===== src/core/sni_pkg.sv =====
// Purpose: constants for the sleep, normal-mode and inversion command block
// Assumes: 40 MHz pclk, APB register access, one opcode per write to the command register
// Notes: all wait figures are kept in milliseconds and turned into ticks of a 1 ms enable
// Function
// - Opcode 11h leaves sleep: converter, oscillator and panel scanning start.
// - Sleep exit does nothing when already out of sleep.
// - Once awake, only opcode 10h returns the device to sleep; software reset 01h also drops straight to sleep here.
// - Factory defaults reload during wake-up without visible disturbance.
// - Self-diagnostics run during the first 5 ms after sleep exit.
// - Awake state with booster on is reached within 120 ms of sleep exit.
// - Opcode 13h returns to normal mode, clearing partial and scroll.
// - Normal-mode command does nothing when normal mode is active.
// - Normal mode is active after power-on, software and hardware reset.
// - Opcode 20h leaves inversion, nothing else changes.
// - Inversion-off does nothing when inversion is already off.
// - Opcode 21h enters inversion, nothing else changes.
// - Inversion-on does nothing when inversion is already on.
// - Inversion is off after power-on, software and hardware reset.
// - In sleep the converter, oscillator and panel scanning are stopped.

package sni_pkg;

   localparam int unsigned ADDR_W        = 8;
   localparam int unsigned DATA_W        = 32;
   localparam int unsigned OP_W          = 8;

   // Register byte offsets
   localparam logic [7:0]  CMD_OFF       = 8'h00;
   localparam logic [7:0]  STATUS_OFF    = 8'h04;
   localparam logic [7:0]  CTRL_OFF      = 8'h08;

   // Opcodes
   localparam logic [7:0]  OP_SW_RESET   = 8'h01;
   localparam logic [7:0]  OP_SLEEP_IN   = 8'h10;
   localparam logic [7:0]  OP_SLEEP_OUT  = 8'h11;
   localparam logic [7:0]  OP_NORMAL     = 8'h13;
   localparam logic [7:0]  OP_INV_OFF    = 8'h20;
   localparam logic [7:0]  OP_INV_ON     = 8'h21;

   // Status register bit positions
   localparam int unsigned ST_SLEEP_BIT  = 0;
   localparam int unsigned ST_NORMAL_BIT = 1;
   localparam int unsigned ST_PART_BIT   = 2;
   localparam int unsigned ST_SCROLL_BIT = 3;
   localparam int unsigned ST_INV_BIT    = 4;
   localparam int unsigned ST_BOOST_BIT  = 5;
   localparam int unsigned ST_OSC_BIT    = 6;
   localparam int unsigned ST_SCAN_BIT   = 7;
   localparam int unsigned ST_RELOAD_BIT = 8;
   localparam int unsigned ST_DIAG_BIT   = 9;
   localparam int unsigned ST_NOEFF_BIT  = 10;

   // Control register bit positions
   localparam int unsigned CT_PART_BIT   = 0;
   localparam int unsigned CT_SCROLL_BIT = 1;

   // Reset values of the mode flags
   localparam logic        SLEEP_RST     = 1'b1;
   localparam logic        NORMAL_RST    = 1'b1;
   localparam logic        PART_RST      = 1'b0;
   localparam logic        SCROLL_RST    = 1'b0;
   localparam logic        INV_RST       = 1'b0;

   // Timing
   localparam int unsigned CLK_FREQ_HZ   = 40_000_000;
   localparam int unsigned TICK_TIME_US  = 1000;
   localparam int unsigned TICK_CYCLES   = CLK_FREQ_HZ / 1_000_000 * TICK_TIME_US;
   localparam int unsigned TICK_W        = 16;
   localparam int unsigned MS_W          = 7;
   localparam int unsigned DIAG_MS       = 5;
   localparam int unsigned RELOAD_MS     = 15;
   localparam int unsigned WAKE_MS       = 120;
   localparam int unsigned SLEEP_IN_MS   = 120;

   typedef enum logic [3:0] {
      ST_ASLEEP  = 4'b0001,
      ST_WAKING  = 4'b0010,
      ST_AWAKE   = 4'b0100,
      ST_DOZING  = 4'b1000
   } sni_state_t;

endpackage : sni_pkg


===== src/core/sni_tick.sv =====
// Purpose: 1 ms enable pulse divider
// Assumes: clr restarts the period so a sequence starts on a clean boundary
// Notes: tick is a one-cycle pulse every PERIOD cycles

`timescale 1ns/1ps
`default_nettype none

module sni_tick
   import sni_pkg::*;
#(
   parameter int unsigned PERIOD = TICK_CYCLES
) (
   input  wire logic pclk,     // Clock
   input  wire logic presetn,  // Async reset, active low
   input  wire logic clr,      // Restart the period
   output logic      tick      // One-cycle enable
);

   logic [TICK_W-1:0] cnt_q;
   logic [TICK_W-1:0] cnt_d;
   logic              tick_d;

   always_comb begin
      tick_d = 1'b0;
      cnt_d  = cnt_q + 1'b1;
      if (clr) begin
         cnt_d = '0;
      end else if (cnt_q == TICK_W'(PERIOD - 1)) begin
         cnt_d  = '0;
         tick_d = 1'b1;
      end
   end

   always_ff @(posedge pclk or negedge presetn) begin
      if (!presetn) begin
         cnt_q <= '0;
         tick  <= 1'b0;
      end else begin
         cnt_q <= cnt_d;
         tick  <= tick_d;
      end
   end

endmodule : sni_tick

`default_nettype wire


===== src/core/sni_mode_ctrl.sv =====
// Purpose: sleep exit/enter, normal mode and inversion command handling behind APB
// Assumes: one opcode per APB write to the command register; host keeps its waits
// Notes: zero wait state slave; status shows every mode flag and supply enable

`timescale 1ns/1ps
`default_nettype none

module sni_mode_ctrl
   import sni_pkg::*;
#(
   parameter int unsigned TICK_PERIOD = TICK_CYCLES
) (
   input  wire logic              pclk,         // Clock, 40 MHz
   input  wire logic              presetn,      // Async reset, active low
   input  wire logic              psel,         // APB select
   input  wire logic              penable,      // APB access phase
   input  wire logic              pwrite,       // APB direction
   input  wire logic [ADDR_W-1:0] paddr,        // APB byte address
   input  wire logic [DATA_W-1:0] pwdata,       // APB write data
   input  wire logic [3:0]        pstrb,        // APB byte strobes
   output logic                   pready,       // APB ready
   output logic      [DATA_W-1:0] prdata,       // APB read data
   output logic                   pslverr,      // APB error, unmapped address
   output logic                   booster_en,   // DC/DC converter enable
   output logic                   osc_en,       // Display oscillator enable
   output logic                   scan_en,      // Panel scanning enable
   output logic                   reload_busy,  // Factory default reload running
   output logic                   diag_busy,    // Self-diagnostics running
   output logic                   invert_on,    // Display inversion active
   output logic                   normal_on,    // Normal display mode active
   output logic                   partial_on,   // Partial mode active
   output logic                   scroll_on,    // Scroll mode active
   output logic                   sleep_on      // Sleep flag
);

   function automatic logic hit(input logic [ADDR_W-1:0] a, input logic [7:0] off);
      hit = (a == off);
   endfunction : hit

   // Bus decode
   logic setup;
   logic access;
   logic wr_cmd;
   logic wr_ctrl;
   logic mapped;

   assign setup   = psel && !penable;
   assign access  = psel && penable;
   assign mapped  = hit(paddr, CMD_OFF) || hit(paddr, STATUS_OFF) || hit(paddr, CTRL_OFF);
   assign wr_cmd  = access && pwrite && pstrb[0] && hit(paddr, CMD_OFF);
   assign wr_ctrl = access && pwrite && pstrb[0] && hit(paddr, CTRL_OFF);
   // Zero wait states: every access completes in its first access cycle
   assign pready  = 1'b1;
   assign pslverr = access && !mapped;

   logic [OP_W-1:0] op;
   assign op = pwdata[OP_W-1:0];

   // Timebase
   logic tick;
   logic tick_clr;

   sni_tick #(
      .PERIOD (TICK_PERIOD)
   ) u_tick (
      .pclk    (pclk),
      .presetn (presetn),
      .clr     (tick_clr),
      .tick    (tick)
   );

   // Sequencer state
   sni_state_t     state_q;
   sni_state_t     state_d;
   logic [MS_W-1:0] ms_q;
   logic [MS_W-1:0] ms_d;
   logic           sleep_q;
   logic           sleep_d;
   logic           normal_q;
   logic           normal_d;
   logic           part_q;
   logic           part_d;
   logic           scroll_q;
   logic           scroll_d;
   logic           inv_q;
   logic           inv_d;
   logic           noeff_q;
   logic           noeff_d;
   logic           boost_q;
   logic           boost_d;
   logic           reload_q;
   logic           reload_d;
   logic           diag_q;
   logic           diag_d;

   always_comb begin
      state_d  = state_q;
      ms_d     = ms_q;
      sleep_d  = sleep_q;
      normal_d = normal_q;
      part_d   = part_q;
      scroll_d = scroll_q;
      inv_d    = inv_q;
      noeff_d  = noeff_q;
      tick_clr = 1'b0;

      if (tick) begin
         ms_d = ms_q + 1'b1;
      end

      unique case (state_q)
         ST_WAKING: begin
            // Leave waking only after the full interval so the host sees a settled booster
            if (tick && ms_q == MS_W'(WAKE_MS - 1)) begin
               state_d = ST_AWAKE;
               sleep_d = 1'b0;
            end
         end
         ST_DOZING: begin
            if (tick && ms_q == MS_W'(SLEEP_IN_MS - 1)) begin
               state_d = ST_ASLEEP;
               sleep_d = 1'b1;
            end
         end
         ST_ASLEEP, ST_AWAKE: begin
            // Hold the count while idle; every sequence restarts it anyway
            ms_d = ms_q;
         end
         default: begin
            state_d = ST_ASLEEP;
            sleep_d = SLEEP_RST;
         end
      endcase

      if (wr_cmd) begin
         noeff_d = 1'b0;
         unique case (op)
            OP_SLEEP_OUT: begin
               if (state_q == ST_ASLEEP) begin
                  state_d  = ST_WAKING;
                  ms_d     = '0;
                  tick_clr = 1'b1;
               end else begin
                  // Also refused while waking or dozing so a transition never restarts
                  noeff_d = 1'b1;
               end
            end
            OP_SLEEP_IN: begin
               // Only this opcode starts the doze back to sleep; software reset drops straight to ST_ASLEEP
               if (state_q == ST_AWAKE) begin
                  state_d  = ST_DOZING;
                  ms_d     = '0;
                  tick_clr = 1'b1;
               end else begin
                  noeff_d = 1'b1;
               end
            end
            OP_NORMAL: begin
               if (normal_q) begin
                  noeff_d = 1'b1;
               end else begin
                  normal_d = 1'b1;
                  part_d   = 1'b0;
                  scroll_d = 1'b0;
               end
            end
            OP_INV_OFF: begin
               if (!inv_q) begin
                  noeff_d = 1'b1;
               end else begin
                  inv_d = 1'b0;
               end
            end
            OP_INV_ON: begin
               if (inv_q) begin
                  noeff_d = 1'b1;
               end else begin
                  inv_d = 1'b1;
               end
            end
            OP_SW_RESET: begin
               // Drops an unfinished wake or doze and restores power-on flags
               state_d  = ST_ASLEEP;
               sleep_d  = SLEEP_RST;
               normal_d = NORMAL_RST;
               part_d   = PART_RST;
               scroll_d = SCROLL_RST;
               inv_d    = INV_RST;
            end
            default: begin
               noeff_d = 1'b1;
            end
         endcase
      end

      // Partial and scroll entry belong to other commands; software sets them here
      if (wr_ctrl) begin
         part_d   = pwdata[CT_PART_BIT];
         scroll_d = pwdata[CT_SCROLL_BIT];
         normal_d = !(pwdata[CT_PART_BIT] || pwdata[CT_SCROLL_BIT]);
      end
   end

   // Supplies run from sleep exit until the doze interval has drained the panel
   always_comb begin
      boost_d  = (state_d != ST_ASLEEP);
      reload_d = (state_d == ST_WAKING) && (ms_d < MS_W'(RELOAD_MS));
      diag_d   = (state_d == ST_WAKING) && (ms_d < MS_W'(DIAG_MS));
   end

   always_ff @(posedge pclk or negedge presetn) begin
      if (!presetn) begin
         state_q  <= ST_ASLEEP;
         ms_q     <= '0;
         sleep_q  <= SLEEP_RST;
         normal_q <= NORMAL_RST;
         part_q   <= PART_RST;
         scroll_q <= SCROLL_RST;
         inv_q    <= INV_RST;
         noeff_q  <= 1'b0;
         boost_q  <= 1'b0;
         reload_q <= 1'b0;
         diag_q   <= 1'b0;
      end else begin
         state_q  <= state_d;
         ms_q     <= ms_d;
         sleep_q  <= sleep_d;
         normal_q <= normal_d;
         part_q   <= part_d;
         scroll_q <= scroll_d;
         inv_q    <= inv_d;
         noeff_q  <= noeff_d;
         boost_q  <= boost_d;
         reload_q <= reload_d;
         diag_q   <= diag_d;
      end
   end

   // Converter, oscillator and scanning start and stop together
   assign booster_en  = boost_q;
   assign osc_en      = boost_q;
   assign scan_en     = boost_q;
   assign reload_busy = reload_q;
   assign diag_busy   = diag_q;
   assign invert_on   = inv_q;
   assign normal_on   = normal_q;
   assign partial_on  = part_q;
   assign scroll_on   = scroll_q;
   assign sleep_on    = sleep_q;

   // Read data
   logic [DATA_W-1:0] status_w;
   logic [DATA_W-1:0] rd_d;
   logic [DATA_W-1:0] rd_q;
   logic [OP_W-1:0]   last_op_q;
   logic [OP_W-1:0]   last_op_d;

   always_comb begin
      status_w                = '0;
      status_w[ST_SLEEP_BIT]  = sleep_q;
      status_w[ST_NORMAL_BIT] = normal_q;
      status_w[ST_PART_BIT]   = part_q;
      status_w[ST_SCROLL_BIT] = scroll_q;
      status_w[ST_INV_BIT]    = inv_q;
      status_w[ST_BOOST_BIT]  = boost_q;
      status_w[ST_OSC_BIT]    = boost_q;
      status_w[ST_SCAN_BIT]   = boost_q;
      status_w[ST_RELOAD_BIT] = reload_q;
      status_w[ST_DIAG_BIT]   = diag_q;
      status_w[ST_NOEFF_BIT]  = noeff_q;
      last_op_d               = wr_cmd ? op : last_op_q;
      rd_d                    = rd_q;
      // Captured in the setup cycle so the zero-wait access phase sees stable data
      if (setup && !pwrite) begin
         // Unmapped reads return zero alongside pslverr
         rd_d = '0;
         if (hit(paddr, CMD_OFF)) begin
            rd_d[OP_W-1:0] = last_op_q;
         end else if (hit(paddr, STATUS_OFF)) begin
            rd_d = status_w;
         end else if (hit(paddr, CTRL_OFF)) begin
            rd_d[CT_PART_BIT]   = part_q;
            rd_d[CT_SCROLL_BIT] = scroll_q;
         end
      end
   end

   always_ff @(posedge pclk or negedge presetn) begin
      if (!presetn) begin
         rd_q      <= '0;
         last_op_q <= '0;
      end else begin
         rd_q      <= rd_d;
         last_op_q <= last_op_d;
      end
   end

   assign prdata = rd_q;

endmodule : sni_mode_ctrl

`default_nettype wire


===== config.mk =====
export PLATFORM = sky130hd
export DESIGN_NAME = sni_mode_ctrl
export DESIGN_NICKNAME = d
export VERILOG_FILES = /design/src/core/sni_pkg.sv /design/src/core/sni_tick.sv /design/src/core/sni_mode_ctrl.sv
export SDC_FILE = /design/constraint.sdc
export NUM_CORES = 1
export LEC_CHECK = 0
export BUFFER_PORTS_ARGS = -buffer_cell sky130_fd_sc_hd__buf_4
export CORE_UTILIZATION = 40
export CTS_CLUSTER_DIAMETER = 120
export DETAILED_ROUTE_END_ITERATION = 7
export GPL_ROUTABILITY_DRIVEN = 0
export GPL_TIMING_DRIVEN = 0
export SETUP_SLACK_MARGIN = 0.3
export SYNTH_ARGS = -nofsm -noshare
export SYNTH_HDL_FRONTEND = slang
export SYNTH_SLANG_ARGS = --single-unit

===== constraint.sdc =====
create_clock -name pclk -period 3.76 [get_ports pclk]
set_input_delay 0.188 -clock pclk [delete_from_list [all_inputs] [get_ports pclk]]
set_output_delay 0.188 -clock pclk [all_outputs]
set_load 0.02 [all_outputs]

======== Yosys cells after proc, flatten, opt, wreduce, memory -nomap -nowiden ========
Index checks and enable logic that the tools add are counted.
cells by class
  $lt $le $gt $ge ......................... 2
  shift operators ......................... 0
  multiply operators ...................... 0
  muxes and demuxes ....................... 46
  reductions and logical operators ........ 29
  add/subtract/negate cells ............... 2
  bitwise logic cells ..................... 0
  div/mod/pow operators ................... 0
  equality and inequality tests ........... 17
operator list
  kind                   number
  $mux 7                 5
  $mux 16                2
  $eq 8x5->1 const B     3
  $mux 24                1
  $pmux 4 s3             2
  $mux 1                 21
  $mux 4                 5
  $add 16x1->16 const B  1
  $eq 16x16->1 const B   1
  $eq 8x6->1 const B     2
  $pmux 7 s2             1
  $logic_and 1x1->1      11
  $mux 9                 1
  $eq 4x2->1 const B     2
  $eq 8x1->1 const B     1
  $eq 8x3->1 const B     1
  $eq 8x4->1 const B     1
  $logic_not 8->1        1
  $mux 8                 1
  $add 7x1->7 const B    1
  $eq 7x7->1 const B     1
  $lt 7x3->1 const B     1
  $lt 7x4->1 const B     1
  $pmux 1 s2             3
  other kinds (15)       26
word-level totals
  ROM bits ................................ 0
  input bits .............................. 49
  bits in registers ....................... 77
  memories ................................ 0
  latch bits .............................. 0
  RAM bits ................................ 0

======== Depth between registers and ports, before layout ========
  depth after elaboration ................. 9
  gate-level depth with buffers ........... 7
  mapped depth without buffers ............ 6

======== Modules after synthesis ========
From an unflattened synthesis, not the netlist that was laid out.
second synthesis, totals
  cells, all modules ...................... 360
  area total of the unflattened synthesis .. 3191.8 um2
by module, submodules not included
  module         area each (um2)  cells each  times used
  sni_mode_ctrl  2336.0           275         1
  sni_tick       855.8            85          1

======== Least setup slack after synthesis ========
Ideal clock, no wire load.
  path type ............................... register -> register
  start ................................... register state_q[0]
  end ..................................... register diag_q, in the netlist diag_busy
  slack ................................... 1.947 ns
  clock period less this slack ............ 1.813 ns
  arrival ................................. 1.685 ns
  buffers on the path ..................... 1
  cell stages (with the launch flop) ...... 7
  library setup time ...................... 0.129 ns
  cell sequence ........................... dfstp_2 -> buf_2 -> xnor2_1 -> o21ai_1 -> mux2_2 -> o221ai_1 -> a21oi_1
between the ends
  longest elaborated chain between the ends .. 8
RTL lines
  element                                   RTL line                                                          RTL
  start, declared                           sni_mode_ctrl.sv:73                                               sni_state_t state_q;
  start signal, assigned                    sni_mode_ctrl.sv:225                                              state_q <= state_d;
  $eq 4x1->1 or $eq 4x3->1 (tied branches)  sni_mode_ctrl.sv:111, sni_mode_ctrl.sv:139, sni_mode_ctrl.sv:150
  $reduce_or 2->1                           sni_mode_ctrl.sv:111                                              unique case (state_q)
  $mux 7 or $pmux 4 s3 (tied branches)      sni_mode_ctrl.sv:111
  $mux 7, or another cell as far along      sni_mode_ctrl.sv:150                                              if (state_q == ST_AWAKE) begin
  $pmux 7 s2 or $pmux 4 s3 (tied branches)  sni_mode_ctrl.sv:137                                              unique case (op)
  $mux 7 or $mux 4 (tied branches)          sni_mode_ctrl.sv:135                                              if (wr_cmd) begin
  $lt 7x3->1 or $eq 4x2->1 (tied branches)  sni_mode_ctrl.sv:208                                              diag_d = (state_d == ST_WAKING) && (ms_d < MS_W'(DIAG_MS));
  $logic_and 1x1->1 (*)                     sni_mode_ctrl.sv:208
  net diag_d                                sni_mode_ctrl.sv:94                                               logic diag_d;
  end signal, assigned                      sni_mode_ctrl.sv:235                                              diag_q <= diag_d;
  end, declared                             sni_mode_ctrl.sv:93                                               logic diag_q;
The timed path passes the listed nets; every way through them passes the cells marked *.
A chain may end at the register's enable or synchronous reset.

======== Worst setup path in the final report ========
Same ends and word-level chain as after synthesis.

==> impl_metrics.json <==
{
  "antenna_found_initial": 0,
  "wl_per_cell_um": 13.60,
  "grt_use_met2_pct": 27.99,
  "slew_violations": 0,
  "n_fill_cell": 756,
  "ir_drop_v": 0.0001212,
  "wl_mm": 7.020,
  "worst_setup_path_end_kind": "flip-flop",
  "r2r-end": "diag_busy",
  "synth-edff-count": 0,
  "cts_buffers": 5,
  "hold_end": "last_op_q[1]",
  "synth-seq-cells": 56,
  "finClkSkew_ns": 0.006919,
  "gr-max-usage-layer": "met2",
  "cts.repair.resized": 0,
  "drive_above_1_share_pct": 25.60,
  "ant_nets": 0,
  "rsz0062_at_grt": "false",
  "diodes": 0,
  "grt_max_degree": 57,
  "yosysSeqAreaShare_pct": 43.28,
  "r2r_slack_ns": 1.61,
  "gr-total-overflow": 0,
  "worstSkewPairLatency_ns": 0.32,
  "crit_required_ns": 3.96,
  "relSlewSlack_pct": 52.69,
  "io_buffers": 42,
  "crit_fanout": 10,
  "cts_max_level": 2,
  "run_status": "complete, no violations",
  "power_mw": 1.062,
  "first_pass_iters": 4,
  "ys_async_sr_fraction_pct": 100.0,
  "drv_cap": 0,
  "synthFlopType": "dfrtp_1",
  "mappedNetlistArea_mm2": 0.003247,
  "start_util_pct": 41.59,
  "hold_depth": 3,
  "power_density_mw_per_mm2": 274.9,
  "area_delta_synth_final_pct": 19.04,
  "final-setup-viol-count": 0,
  "synth_area_per_cell_um2": 9.466,
  "use_met3_pct": 3.151,
  "cts_tree": "done",
  "crit_path_start_kind": "flip-flop",
  "layout.nets": 464,
  "drc_errors": 0,
  "grt_pass1_vias": 2374,
  "cts_buffer_depth": 2,
  "synth.distinct_cells": 58,
  "fp.dieArea_mm2": 0.008481,
  "holdCritPathClass": "input pin to flip-flop",
  "leakage_nw": 1.861,
  "fin_crit_sh_pct": 57.09,
  "use_met1_pct": 24.08,
  "via_per_inst": 5.041,
  "worstMarginPinSlew_ns": 0.7096,
  "cts_setup_buffers": 0,
  "arrival_ns": 2.35,
  "num_rows": 32,
  "die-width_um": 92.10,
  "cts_sinks": 56,
  "syn_inst": 343,
  "worstHoldStart": "pwdata[1]",
  "hpwlAfterDp_mm": 5.215,
  "period_needed_ns": 2.146,
  "grt_pass1_wl_mm": 11.69,
  "path_clk_slew_ns": 0.11,
  "chipHeight_um": 92.10,
  "pin_count": 93,
  "via_count": 2601,
  "r2r_start": "state_q[0]",
  "groute.usage.overall_pct": 17.35,
  "hold_viol_final": 0,
  "crit_type": "flip-flop to flip-flop",
  "timing.fmax_mhz": 465.9,
  "finalSetupTns_ns": 0,
  "yosys_warnings": 0,
  "worst_r2r_path_depth": 6,
  "fin_util_pct": 49.50,
  "drt_first_iter_violations": 109,
  "core_region_area_mm2": 0.007807,
  "root_buffer": "clkbuf_8"
}
[layout by cell type, fill, tap and decap left out, types with 6 or more instances in the layout]
master,instances
nor2_1,38
nand3_1,7
o21ai_0,19
nand2_1,37
xor2_1,14
nand4_1,8
nor3_1,8
and3_1,6
mux2i_1,11
buf_4,66
dfrtp_1,53
mux2_2,8
a21oi_1,13
conb_1,22
xnor2_1,9
[sequential cells by signal (all words and copies together) (netlist names)]
signal / count
u_tick.cnt_q: 16
prdata: 11
last_op_q: 8
ms_q: 7
state_q: 4
booster_en: 1
diag_busy: 1
invert_on: 1
noeff_q: 1
normal_on: 1
partial_on: 1
reload_busy: 1
scroll_on: 1
sleep_on: 1
u_tick.tick: 1
[metal layers]
metal  vias to the layer above  wire (um)
li1                       1299          -
met1                      1228       3313
met2                        67       3316
met3                         7        318
met4                         0         72
met5                         -          0
[critical path, stage by stage (launching register included)]
cell and delay, ns:
dfstp_2 0.55, buf_2 0.20, xnor2_1 0.11, o21ai_1 0.39, mux2_2 0.40, o221ai_1 0.25
a21oi_1 0.13
[synthesized netlist by cell type (3+ instances only)]
library cell,instances,area share (%)
nor2_1,38,4.4
mux2i_1,11,3.4
dfstp_2,3,2.4
buf_2,4,0.62
xnor2_1,9,2.4
nor4b_1,3,0.81
o21ai_0,19,2.9
nand3_1,7,1.1
and2_1,5,0.96
nand4b_1,3,0.81
nand4_1,8,1.5
a211oi_1,4,0.92
and3_1,6,1.2
o21a_1,3,0.69
nor3_1,8,1.2
mux2_2,8,2.8
nand2_1,37,4.3
inv_1,5,0.58
a21oi_1,13,2.0
clkbuf_1,5,0.58
xor2_1,14,3.8
dfrtp_1,53,41
buf_4,24,5.5
nor2b_1,4,0.77
or2_2,4,0.77
[where the power goes]
group | internal [mW] | total, mW | switching [mW]
Sequential | 0.606 | 0.611 | 0.00484
Combinational | 0.0445 | 0.108 | 0.0636
Clock | 0.133 | 0.343 | 0.210
Total | 0.784 | 1.06 | 0.279
[per-stage QoR]
step | hold slack [ns] | worst slack [ns] | area (um^2) | cells
2_1_floorplan | -0.1076 | 1.947 | 3322 | 363
3_3_place_gp | 0.2921 | 1.701 | 3765 | 507
3_5_place_dp | 0.2926 | 1.666 | 3765 | 507
4_1_cts | 0.1013 | 1.608 | 3865 | 516
5_1_grt | 0.1162 | 1.451 | 3865 | 516
6_report | 0.1008 | 1.614 | 3865 | 516
[how the worst max path moves through the flow]
stage,from,end,cells past startpoint
after CTS,state_q[0],diag_busy,6
after global routing,state_q[1],diag_busy,6
after floorplan,state_q[0],diag_busy,6
final,state_q[0],diag_busy,6
after detailed placement,state_q[0],diag_busy,6
after global placement,state_q[0],diag_busy,6
[logic make-up (layout without fill, tap and decap cells)]
| group | after synthesis | in the layout | synth area share (%) |
|---|---|---|---|
| fa+ha+maj | 2 | 2 | 0.7706 |
| flops | 56 | 56 | 43.28 |
| buf+inv | 41 | 92 | 8.131 |
| compound gates | 56 | 56 | 10.91 |
| simple gates | 144 | 144 | 24.32 |
| other cells | 2 | 22 | 0.2313 |
| xor+xnor | 23 | 23 | 6.204 |
| mux | 19 | 19 | 6.166 |
[layout make-up]
type	instances	area, um^2	share of cell area, %
buffer	36	245.2	6.345
inverter	5	18.77	0.4856
clock inverter	3	21.27	0.5503
sequential	56	1405	36.35
timing repair buffer	43	325.3	8.417
multi-input combinational	266	1653	42.76
clock buffer	5	68.82	1.781
tap	102	127.6	3.302
[what timing repair did]
item,CTS,global route
endpoints found under the hold margin,53,0
hold buffers,1,0
setup endpoints to repair,0,0
Note: power is estimated with default switching activity, not from simulation.
